**config.mk**
```make
export PLATFORM = sky130hd
export DESIGN_NAME = wake_flow
export DESIGN_NICKNAME = d
export VERILOG_FILES = /design/src/wake_flow_pkg.sv /design/src/wake_flow.sv
export SDC_FILE = /design/constraint.sdc
export NUM_CORES = 1
export LEC_CHECK = 0
export BUFFER_PORTS_ARGS = -buffer_cell sky130_fd_sc_hd__buf_2
export CORE_MARGIN = 1
export CORE_UTILIZATION = 58
export CTS_BUF_LIST = sky130_fd_sc_hd__clkbuf_4 sky130_fd_sc_hd__clkbuf_8
export DETAILED_ROUTE_END_ITERATION = 7
export GPL_ROUTABILITY_DRIVEN = 0
export GPL_TIMING_DRIVEN = 0
export PLACE_DENSITY = 0.83
export SLEW_MARGIN = 20
export SYNTH_ARGS = -nofsm -noshare
export SYNTH_HDL_FRONTEND = slang
export SYNTH_SLANG_ARGS = --single-unit
```
**constraint.sdc**
```tcl
create_clock -name sys_clk_i -period 2.3 [get_ports sys_clk_i]
set_clock_uncertainty 0.05 [all_clocks]
set_input_delay 0.46 -clock sys_clk_i [delete_from_list [all_inputs] [get_ports sys_clk_i]]
set_output_delay 0.46 -clock sys_clk_i [all_outputs]
set_load 0.05 [all_outputs]
```
**src/wake_flow_pkg.sv**
```systemverilog
// Constants, register map and command codes for the wake-up and in-band flow block
//
// Functional notes
// [RL1] Parity-mode field all ones selects wake-up operation; parity bit becomes address flag.
// [RL2] Host wake-up, receiver off: queue address characters, drop data characters.
// [RL3] Receiver on in wake-up: every character is queued.
// [RL4] Data bits go to queue data; address flag goes in the parity status slot.
// [RL5] Framing, overrun and break reporting work whether receiver is on or off.
// [RL6] Automatic wake-up: address queueing bit decides if address characters are queued.
// [RL7] Wake-up option field resets to host-controlled wake-up.
// [RL8] Auto-wake: matching address enables receiver; following characters are queued.
// [RL9] Auto-doze: non-matching address disables the receiver.
// [RL10] Address event goes to interrupt arbiter, masked by mask bit 5, with bid level.
// [RL11] Host clears pending address interrupt before enabling a disabled receiver.
// [RL12] Flow enables reset to zero: low bit gates transmitter, high bit inserts characters.
// [RL13] Transparency bit set: flow characters not queued; clear (reset) they are queued.
// [RL14] Auto-transmitter: queued flow-off lets current character finish, then halts transmitter.
// [RL15] Halted transmitter resumes on flow-on or reset; reset flushes transmit queue.
// [RL16] In auto-transmitter mode transmitter commands have no effect.
// [RL17] Halted transmitter still takes writes and reports fill and status.
// [RL18] Break zero character is compared like any received zero character.
// [RL19] Flow character needs queue room; on overrun it is ignored and not queued.
// [RL20] Flow characters with errors still act; their error bits are queued normally.
// [RL21] Auto-receiver sends flow-off above 12 queued, flow-on below 8.
// [RL22] Inserted flow character waits for shifter; queued characters follow it.
// [RL23] Flow character whose fill condition vanishes before starting is cancelled.
// [RL24] Track unrescinded flow-off; clear tracking when auto-receiver enable written zero.
// [RL25] Leaving auto-receiver mode never sends a negating flow-on.
// [RL26] Only characters flagged as address drive wake or doze decisions.
package wake_flow_pkg;

	// Register offsets on the plain register port
	localparam logic [7:0] OFS_MODE_ZERO  = 8'h00;
	localparam logic [7:0] OFS_MODE_ONE   = 8'h01;
	localparam logic [7:0] OFS_ADDR_MATCH = 8'h02;
	localparam logic [7:0] OFS_INT_MASK   = 8'h03;
	localparam logic [7:0] OFS_ADDR_BID   = 8'h04;
	localparam logic [7:0] OFS_COMMAND    = 8'h05;
	localparam logic [7:0] OFS_FLOW_INT   = 8'h06;
	localparam logic [7:0] OFS_XON_CHAR   = 8'h07;
	localparam logic [7:0] OFS_XOFF_CHAR  = 8'h08;
	localparam logic [7:0] OFS_CH_STATUS  = 8'h09;

	// Field positions in mode and mask registers
	localparam int BIT_AUTO_WAKE  = 0;
	localparam int BIT_AUTO_DOZE  = 1;
	localparam int BIT_AUTO_TX    = 2;
	localparam int BIT_AUTO_RX    = 3;
	localparam int BIT_ADDR_QUEUE = 6;
	localparam int BIT_TRANSP     = 7;
	localparam int BIT_PARITY_LO  = 3;
	localparam int BIT_MASK_ADDR  = 5;
	localparam logic [1:0] PARITY_WAKE = 2'h3;

	// Reset values
	localparam logic [7:0] MODE_ZERO_RST = 8'h00;
	localparam logic [7:0] MODE_ONE_RST  = 8'h00;
	localparam logic [7:0] REG_RST       = 8'h00;
	localparam logic [3:0] BID_RST       = 4'h0;
	localparam logic [7:0] XON_RST       = 8'h11;
	localparam logic [7:0] XOFF_RST      = 8'h13;

	// Receive queue levels
	localparam logic [4:0] RXQ_DEPTH  = 5'h10;
	localparam logic [4:0] XOFF_LEVEL = 5'h0c;
	localparam logic [4:0] XON_LEVEL  = 5'h08;

	// Command codes in command_reg[7:4]
	localparam logic [3:0] CMD_NOP      = 4'h0;
	localparam logic [3:0] CMD_RX_EN    = 4'h1;
	localparam logic [3:0] CMD_RX_DIS   = 4'h2;
	localparam logic [3:0] CMD_RX_RST   = 4'h3;
	localparam logic [3:0] CMD_TX_EN    = 4'h4;
	localparam logic [3:0] CMD_TX_DIS   = 4'h5;
	localparam logic [3:0] CMD_CLR_ADDR = 4'h6;
	localparam logic [3:0] CMD_CLR_ERR  = 4'h7;
	localparam logic [3:0] CMD_SW_RST   = 4'h8;

endpackage

```
**src/wake_flow.sv**
```systemverilog
// Receive address recognition and in-band flow control for one channel
`timescale 1ns/1ps
module wake_flow
	import wake_flow_pkg::*;
(
	input  wire logic       sys_clk_i,           // 200 MHz clock
	input  wire logic       reset_i,             // Sync reset, active high
	input  wire logic [7:0] reg_addr_i,          // Register address
	input  wire logic [7:0] reg_wdata_i,         // Register write data
	input  wire logic       reg_wr_i,            // Write strobe
	input  wire logic       reg_rd_i,            // Read strobe
	output logic      [7:0] reg_rdata_o,         // Read data, cycle after strobe
	input  wire logic       rx_char_valid_i,     // Received character pulse
	input  wire logic [7:0] rx_char_data_i,      // Received data bits
	input  wire logic       rx_char_ad_i,        // Parity or address flag bit
	input  wire logic       rx_parity_err_i,     // Parity error (normal mode)
	input  wire logic       rx_frame_err_i,      // Framing error
	input  wire logic       rx_break_i,          // Break character (data zero)
	input  wire logic [4:0] rx_queue_fill_i,     // Receive queue fill 0..16
	output logic            rx_push_o,           // Push into rx_queue
	output logic      [7:0] rx_push_data_o,      // Data for rx_queue
	output logic      [3:0] rx_push_status_o,    // {break,frame,parity/ad,overrun slot tied to 0}
	output logic            rx_char_available_o, // Character waiting
	output logic            rx_enabled_o,        // Receiver enabled
	output logic            tx_run_o,            // Transmitter may load next char
	output logic            tx_queue_flush_o,    // Discard tx_queue contents
	output logic            tx_flow_req_o,       // Flow character to insert
	output logic      [7:0] tx_flow_char_o,      // Character to insert
	input  wire logic       tx_flow_start_i,     // Shifter starts flow character
	output logic            addr_bid_o,          // Address event bid to arbiter
	output logic      [3:0] addr_bid_level_o     // Bid level of address event
);

	logic [7:0] mode_zero_q;
	logic [7:0] mode_one_q;
	logic [7:0] addr_match_q;
	logic [7:0] int_mask_q;
	logic [3:0] bid_level_q;
	logic [7:0] xon_char_q;
	logic [7:0] xoff_char_q;
	logic [7:0] rdata_q;
	logic       rx_en_q;
	logic       tx_en_q;
	logic       tx_halt_q;
	logic       addr_int_q;
	logic       xon_seen_q;
	logic       xoff_seen_q;
	logic       overrun_q;
	logic       xoff_sent_q;
	logic       flow_req_q;
	logic [7:0] flow_char_q;
	logic       push_q;
	logic [7:0] push_data_q;
	logic [3:0] push_status_q;
	logic       avail_q;
	logic       flush_q;
	logic       bid_q;
	logic       run_q;

	function automatic logic reg_hit(input logic [7:0] a, input logic [7:0] ofs);
		return a == ofs;
	endfunction

	function automatic logic char_eq(input logic [7:0] a, input logic [7:0] b);
		return a == b;
	endfunction

	// Register port decode
	wire       wr_mode0  = reg_wr_i & reg_hit(reg_addr_i, OFS_MODE_ZERO);
	wire       wr_mode1  = reg_wr_i & reg_hit(reg_addr_i, OFS_MODE_ONE);
	wire       wr_match  = reg_wr_i & reg_hit(reg_addr_i, OFS_ADDR_MATCH);
	wire       wr_mask   = reg_wr_i & reg_hit(reg_addr_i, OFS_INT_MASK);
	wire       wr_bid    = reg_wr_i & reg_hit(reg_addr_i, OFS_ADDR_BID);
	wire       wr_cmd    = reg_wr_i & reg_hit(reg_addr_i, OFS_COMMAND);
	wire       wr_xon    = reg_wr_i & reg_hit(reg_addr_i, OFS_XON_CHAR);
	wire       wr_xoff   = reg_wr_i & reg_hit(reg_addr_i, OFS_XOFF_CHAR);
	wire       rd_flow   = reg_rd_i & reg_hit(reg_addr_i, OFS_FLOW_INT);
	wire [3:0] cmd       = wr_cmd ? reg_wdata_i[7:4] : CMD_NOP;
	wire       sw_rst    = cmd == CMD_SW_RST;
	wire       rx_rst    = cmd == CMD_RX_RST;
	wire       clr_addr  = (cmd == CMD_CLR_ADDR) | rd_flow | rx_rst;
	wire       auto_tx   = mode_zero_q[BIT_AUTO_TX];
	wire       auto_rx   = mode_zero_q[BIT_AUTO_RX];
	wire       wake_mode = mode_one_q[BIT_PARITY_LO+1:BIT_PARITY_LO] == PARITY_WAKE; // RL1

	wire [7:0] flow_stat = {3'h0, tx_halt_q, xoff_sent_q, xoff_seen_q, xon_seen_q, addr_int_q};
	wire [7:0] ch_stat   = {3'h0, wake_mode, avail_q, overrun_q, tx_en_q, rx_en_q};

	// Read multiplexer; unmapped offsets read zero
	logic [7:0] rdata_d;
	always_comb begin
		rdata_d = REG_RST;
		if (reg_hit(reg_addr_i, OFS_MODE_ZERO)) begin
			rdata_d = mode_zero_q;
		end else if (reg_hit(reg_addr_i, OFS_MODE_ONE)) begin
			rdata_d = mode_one_q;
		end else if (reg_hit(reg_addr_i, OFS_ADDR_MATCH)) begin
			rdata_d = addr_match_q;
		end else if (reg_hit(reg_addr_i, OFS_INT_MASK)) begin
			rdata_d = int_mask_q;
		end else if (reg_hit(reg_addr_i, OFS_ADDR_BID)) begin
			rdata_d = {4'h0, bid_level_q};
		end else if (reg_hit(reg_addr_i, OFS_FLOW_INT)) begin
			rdata_d = flow_stat;
		end else if (reg_hit(reg_addr_i, OFS_XON_CHAR)) begin
			rdata_d = xon_char_q;
		end else if (reg_hit(reg_addr_i, OFS_XOFF_CHAR)) begin
			rdata_d = xoff_char_q;
		end else if (reg_hit(reg_addr_i, OFS_CH_STATUS)) begin
			rdata_d = ch_stat;
		end
	end

	// Received character classification
	wire auto_wake  = mode_zero_q[BIT_AUTO_WAKE];
	wire auto_doze  = mode_zero_q[BIT_AUTO_DOZE];
	wire auto_mode  = auto_wake | auto_doze;
	wire addr_char  = wake_mode & rx_char_ad_i; // RL26
	wire addr_match = char_eq(rx_char_data_i, addr_match_q);
	wire wake_hit   = rx_char_valid_i & addr_char & auto_wake & addr_match; // RL8
	wire doze_hit   = rx_char_valid_i & addr_char & auto_doze & ~addr_match; // RL9

	// Whether the character is headed for the queue before room and transparency
	logic accept;
	always_comb begin
		accept = rx_en_q;
		if (wake_mode && addr_char) begin
			accept = auto_mode ? mode_zero_q[BIT_ADDR_QUEUE] : 1'b1; // RL2 RL6
		end
	end

	wire room      = rx_queue_fill_i < RXQ_DEPTH;
	wire is_xon    = char_eq(rx_char_data_i, xon_char_q); // RL18
	wire is_xoff   = char_eq(rx_char_data_i, xoff_char_q); // RL18
	wire flow_ok   = rx_char_valid_i & accept & room; // RL19 RL20
	wire xon_hit   = flow_ok & is_xon;
	wire xoff_hit  = flow_ok & is_xoff;
	wire transp    = mode_zero_q[BIT_TRANSP] & (is_xon | is_xoff); // RL13
	wire push_d    = flow_ok & ~transp; // RL3 RL19
	wire overrun_d = rx_char_valid_i & ~room & (accept | wake_mode); // RL5
	wire par_slot  = wake_mode ? rx_char_ad_i : rx_parity_err_i; // RL4

	// Auto-receiver fill thresholds
	wire want_xoff = auto_rx & ~xoff_sent_q & (rx_queue_fill_i > XOFF_LEVEL); // RL21
	wire want_xon  = auto_rx & xoff_sent_q & (rx_queue_fill_i < XON_LEVEL); // RL21 RL25
	wire flow_go   = flow_req_q & tx_flow_start_i;

	// Mode and character registers
	always_ff @(posedge sys_clk_i) begin
		if (reset_i || sw_rst) begin
			mode_zero_q <= MODE_ZERO_RST; // RL7 RL12 RL13
			mode_one_q  <= MODE_ONE_RST;
			addr_match_q <= REG_RST;
			int_mask_q  <= REG_RST;
			bid_level_q <= BID_RST;
			xon_char_q  <= XON_RST;
			xoff_char_q <= XOFF_RST;
		end else begin
			if (wr_mode0) begin
				mode_zero_q <= reg_wdata_i;
			end
			if (wr_mode1) begin
				mode_one_q <= reg_wdata_i;
			end
			if (wr_match) begin
				addr_match_q <= reg_wdata_i;
			end
			if (wr_mask) begin
				int_mask_q <= reg_wdata_i;
			end
			if (wr_bid) begin
				bid_level_q <= reg_wdata_i[3:0];
			end
			if (wr_xon) begin
				xon_char_q <= reg_wdata_i;
			end
			if (wr_xoff) begin
				xoff_char_q <= reg_wdata_i;
			end
		end
	end

	// Receiver enable: host command wins over address comparators
	always_ff @(posedge sys_clk_i) begin
		if (reset_i || sw_rst) begin
			rx_en_q <= 1'b0;
		end else if (cmd == CMD_RX_DIS || rx_rst) begin
			rx_en_q <= 1'b0;
		end else if (cmd == CMD_RX_EN) begin
			rx_en_q <= 1'b1;
		end else if (wake_hit) begin
			rx_en_q <= 1'b1; // RL8
		end else if (doze_hit) begin
			rx_en_q <= 1'b0; // RL9
		end
	end

	// Transmitter gating, next-state values
	logic tx_en_d;
	always_comb begin
		tx_en_d = tx_en_q;
		if (!auto_tx && cmd == CMD_TX_EN) begin
			tx_en_d = 1'b1; // RL16
		end else if (!auto_tx && cmd == CMD_TX_DIS) begin
			tx_en_d = 1'b0; // RL16
		end
	end

	logic tx_halt_d;
	always_comb begin
		tx_halt_d = tx_halt_q;
		if (auto_tx && xoff_hit) begin
			tx_halt_d = 1'b1; // RL14
		end else if (auto_tx && xon_hit) begin
			tx_halt_d = 1'b0; // RL15
		end
	end

	// Run flag registered from next state, so the output is a flop
	always_ff @(posedge sys_clk_i) begin
		if (reset_i || sw_rst) begin
			tx_en_q   <= 1'b0;
			tx_halt_q <= 1'b0; // RL15
			run_q     <= 1'b0;
		end else begin
			tx_en_q   <= tx_en_d;
			tx_halt_q <= tx_halt_d;
			run_q     <= tx_en_d & ~tx_halt_d; // RL14 RL17
		end
	end

	// Sticky status, set wins over clear
	always_ff @(posedge sys_clk_i) begin
		if (reset_i || sw_rst) begin
			addr_int_q  <= 1'b0;
			xon_seen_q  <= 1'b0;
			xoff_seen_q <= 1'b0;
			overrun_q   <= 1'b0;
		end else begin
			addr_int_q  <= (rx_char_valid_i & addr_char) | (addr_int_q & ~clr_addr);
			xon_seen_q  <= xon_hit | (xon_seen_q & ~rd_flow);
			xoff_seen_q <= xoff_hit | (xoff_seen_q & ~rd_flow);
			overrun_q   <= overrun_d | (overrun_q & ~(cmd == CMD_CLR_ERR)); // RL5
		end
	end

	// Flow character insertion and flow-off tracking
	always_ff @(posedge sys_clk_i) begin
		if (reset_i || sw_rst) begin
			xoff_sent_q <= 1'b0;
			flow_req_q  <= 1'b0;
			flow_char_q <= REG_RST;
		end else begin
			flow_req_q  <= want_xoff | want_xon; // RL23
			flow_char_q <= want_xoff ? xoff_char_q : xon_char_q;
			if (wr_mode0 && !reg_wdata_i[BIT_AUTO_RX]) begin
				xoff_sent_q <= 1'b0; // RL24
			end else if (flow_go) begin
				xoff_sent_q <= ~xoff_sent_q; // RL24
			end
		end
	end

	// Queue push, register read and arbiter outputs
	always_ff @(posedge sys_clk_i) begin
		if (reset_i) begin
			push_q        <= 1'b0;
			push_data_q   <= REG_RST;
			push_status_q <= 4'h0;
			avail_q       <= 1'b0;
			rdata_q       <= REG_RST;
			flush_q       <= 1'b1;
			bid_q         <= 1'b0;
		end else begin
			push_q        <= push_d; // RL2 RL3
			push_data_q   <= rx_char_data_i; // RL4
			push_status_q <= {rx_break_i, rx_frame_err_i, par_slot, 1'b0}; // RL4 RL20
			avail_q       <= push_d | (avail_q & (rx_queue_fill_i != 5'h00));
			rdata_q       <= reg_rd_i ? rdata_d : REG_RST;
			flush_q       <= sw_rst; // RL15
			bid_q         <= ((rx_char_valid_i & addr_char) | (addr_int_q & ~clr_addr))
				& ~int_mask_q[BIT_MASK_ADDR]; // RL10
		end
	end

	assign reg_rdata_o         = rdata_q;
	assign rx_push_o           = push_q;
	assign rx_push_data_o      = push_data_q;
	assign rx_push_status_o    = push_status_q;
	assign rx_char_available_o = avail_q;
	assign rx_enabled_o        = rx_en_q;
	assign tx_run_o            = run_q; // RL14 RL17
	assign tx_queue_flush_o    = flush_q;
	assign tx_flow_req_o       = flow_req_q; // RL22
	assign tx_flow_char_o      = flow_char_q;
	assign addr_bid_o          = bid_q;
	assign addr_bid_level_o    = bid_level_q; // RL10
endmodule

```
==> flow_summary.ini <==
[place]
post_dp_hpwl_mm = 9.38
postPlaceCellArea_sq_um = 4790
buffer_ports.inserted = 72

[floorplan]
boundaryPins = 78
initial_util = 0.597
core-area_sq_um = 7210
num_rows = 31
die_x_microns = 88.2
chipHeight_microns = 88.2
total_die_area_sq_um = 7780

[timing]
setup_repair_after_global_routing_missed_its_margin = false
final-max-slew-violation-count = 0
max_freq_mhz = 453
max_slew.worst_pin.slew_ps = 662
finalHoldViolations = 0
setup_viol = 0
worst_slew_margin_rel = 0.559
final_critical_period_ps = 2210
finalCritPeriodShare = 0.959
holdWs_ps = 249

[cts]
tritoncts.num_buffers = 9
cts-htree-levels = 3
cts_sinks = 93
clk_root_buffer_cell = sky130_fd_sc_hd__clkbuf_8
holdBufCountCts = 0
clk_transition_reported_paths_ps = 90
clock_path_buffers = 2
tritoncts = built
clock_insertion_delay_worst_skew_ps = 370

[logic_synthesis]
synthArstFlopShare = 0
synth-main-ff-cell = sky130_fd_sc_hd__dfxtp_1
ys_types = 56
synth_compound_gate_area_share = 0.132
synth-simple-area-share = 0.216
ys_ff_latch = 93
ys_seq_area_frac = 0.432
syn-mean-instance-area_sq_um = 8.90
adder_cell_share_of_the_synthesized_area = 0
yosys.area.top_type = sky130_fd_sc_hd__dfxtp_1
yosys_warnings = 0
synth_area_leaders = sky130_fd_sc_hd__dfxtp_1, sky130_fd_sc_hd__mux2i_1, sky130_fd_sc_hd__nor2_1, sky130_fd_sc_hd__a21oi_1, sky130_fd_sc_hd__nand2_1
syn-cell-area_sq_um = 4310
yosysTopAreaCellShare = 0.432
syn-instance-count = 484
count_of_flip_flops_with_a_built_in_enable_after_synthesis = 0
synth_mux_area_frac = 0.122
postSynthNetCount = 523
main_combinational_cell_family_by_area_after_synthesis = simple AND/OR/NAND/NOR gates
synth-xor-area-share = 0.0549

[final_layout]
mostFrequentLayoutCell = sky130_fd_sc_hd__dfxtp_1
antenna_cells_inserted = 0
finish.instance_area_sq_um = 5040
final_layout_size_suffix_gt1_frac = 0.215
nets = 607
layout_common_cells = sky130_fd_sc_hd__dfxtp_1, sky130_fd_sc_hd__buf_2, sky130_fd_sc_hd__nor2_1, sky130_fd_sc_hd__mux2i_1, sky130_fd_sc_hd__nand2_1
area_delta_synth_final_pct = 17.0

[power_and_ir_drop]
leakage_nw = 2.16
overall_power_w = 0.00318
power.density_nw_per_um2 = 630
worst_ir_drop_vdd_v = 0.000398

[global_route]
maximum_number_of_pins_on_one_net_before_global_route_repair = 17
grt-ovfl-total = 0
grt_first_pass_wirelength_mm = 19.4
grt_usage = 0.340
antenna_found_initial = 0
first_global_vias = 3818

[setup_path]
cp_max_fo = 10
worstSetupPathType = in -> reg
cp_slowest_cell = sky130_fd_sc_hd__or4_4
worst_ep_arrival_time_ps = 2410
timing.critical_path.required_ps = 2510
endpoint_kind = flip-flop
worst_path_most_repeated_cell = sky130_fd_sc_hd__buf_2
slowest_delay_ps = 570
startpoint_type = input port
worstPathCellList = buf_2, or4_4, nor3_2, a21oi_1, inv_2, buf_2, nor2_1

[detailed_routing]
totalWireLength_mm = 12.9
ant_nets = 0
detail_route.drc_violations = 0
wl_per_cell_microns = 19.2
highest_layer = met4
sum_of_met3_wire_segment_lengths_after_detailed_routing_mm = 1.40
met2_wirelength_mm = 5.66
initialDrtViolationCount = 379
drt_pass1_iterations = 6
routed_via_density = 6.16
routedLengthMet1_mm = 5.11
num_vias = 4137

[min_path]
hold_path_class = in -> reg

[flow_run]
max-cap-violations = 0

[status]
result_of_the_run = completed
==> sequential cells by signal, summed over array words and instances, names as in the netlist, 8 cells and up <==
name	count
addr_match_q	8
int_mask_q	8
mode_one_q	8
mode_zero_q	8
reg_rdata_o	8
rx_push_data_o	8
tx_flow_char_o	8
xoff_char_q	8
xon_char_q	8
==> power by group <==
group          internal, W  switching (W)  leakage [nW]
logic            0.0000924       0.000220          1.29
registers          0.00162     0.00000421         0.753
clock network     0.000649       0.000589         0.110
==> metal layers <==
layer | up-vias | track usage
met5 | - | 0.0130
met4 | 0 | 0.220
met3 | 71 | 0.0641
met2 | 306 | 0.529
met1 | 1895 | 0.432
li1 | 1865 | -
==> Yosys cell counts, drive strengths merged (2+ instances only) <==
cell     count
and3         4
o21ai       18
mux2         5
o32ai        3
nand3b       2
o31ai        2
nor2        55
or2          3
a22oi        4
a2bb2oi      3
nor2b       16
buf         17
mux2i       47
a21oi       34
o22ai        4
a32o         3
xnor2       18
clkbuf      13
nand2       42
nor4         6
xor2         9
nor4b        2
nand2b       7
nand4        5
o221ai       2
dfxtp       93
nor3         8
nand3       26
o211ai       4
inv          9
a31oi        5
==> cells by family after synthesis <==
family,count (synthesis)
simple gates,182
flops,93
compound gates,90
mux,52
buf+inv,39
xor+xnor,27
other cells,1
==> metrics by stage <==
| stage | instances | utilization | TNS (ps) | setup WS, ps |
|---|---|---|---|---|
| after floorplan | 484 | - | 0 | 221 |
| after global placement | 655 | 0.664 | -9550 | -202 |
| after detailed placement | 655 | 0.664 | -12550 | -235 |
| after CTS | 671 | 0.696 | 0 | 148 |
| after global routing | 672 | 0.699 | 0 | 28.9 |
| final | 672 | 0.699 | 0 | 93.5 |
==> worst max-delay path, delay by kind of cell <==
kind	cells	cell delay, ps
buffers and inverters	3	690
AOI/OAI and AO/OA	1	280
and+or+nand+nor	3	970
==> worst paths after layout <==
kind	start	end	slack (ps)	cells past startpoint
max	reg_addr_i[5]	tx_en_q$_SDFF_PP0_	90	7
min	rx_frame_err_i	rx_push_status_o[2]$_SDFF_PP0_	250	2
max reg2reg	mode_one_q[3]$_SDFFE_PP0P_	tx_run_o$_SDFF_PP0_	450	5
min reg2reg	mode_one_q[5]$_SDFFE_PP0P_	mode_one_q[5]$_SDFFE_PP0P_	410	2
==> timing repair <==
item | in CTS | in global routing
buffers inserted | 0 | 1
gates resized for setup | 0 | 2
setup endpoints to repair | 0 | 3
==> area by class of cell <==
cell class / instances / area, sq um
Clock inverter: 6 / 92.6
Sequential cell: 93 / 1860
Multi-Input combinational cell: 352 / 2270
Clock buffer: 10 / 138
Timing Repair Buffer: 73 / 380
Tap cell: 99 / 124
Buffer: 30 / 143
Inverter: 9 / 33.8
Fill cell: 567 / 2170
Note: power is estimated with default switching activity, not from simulation.
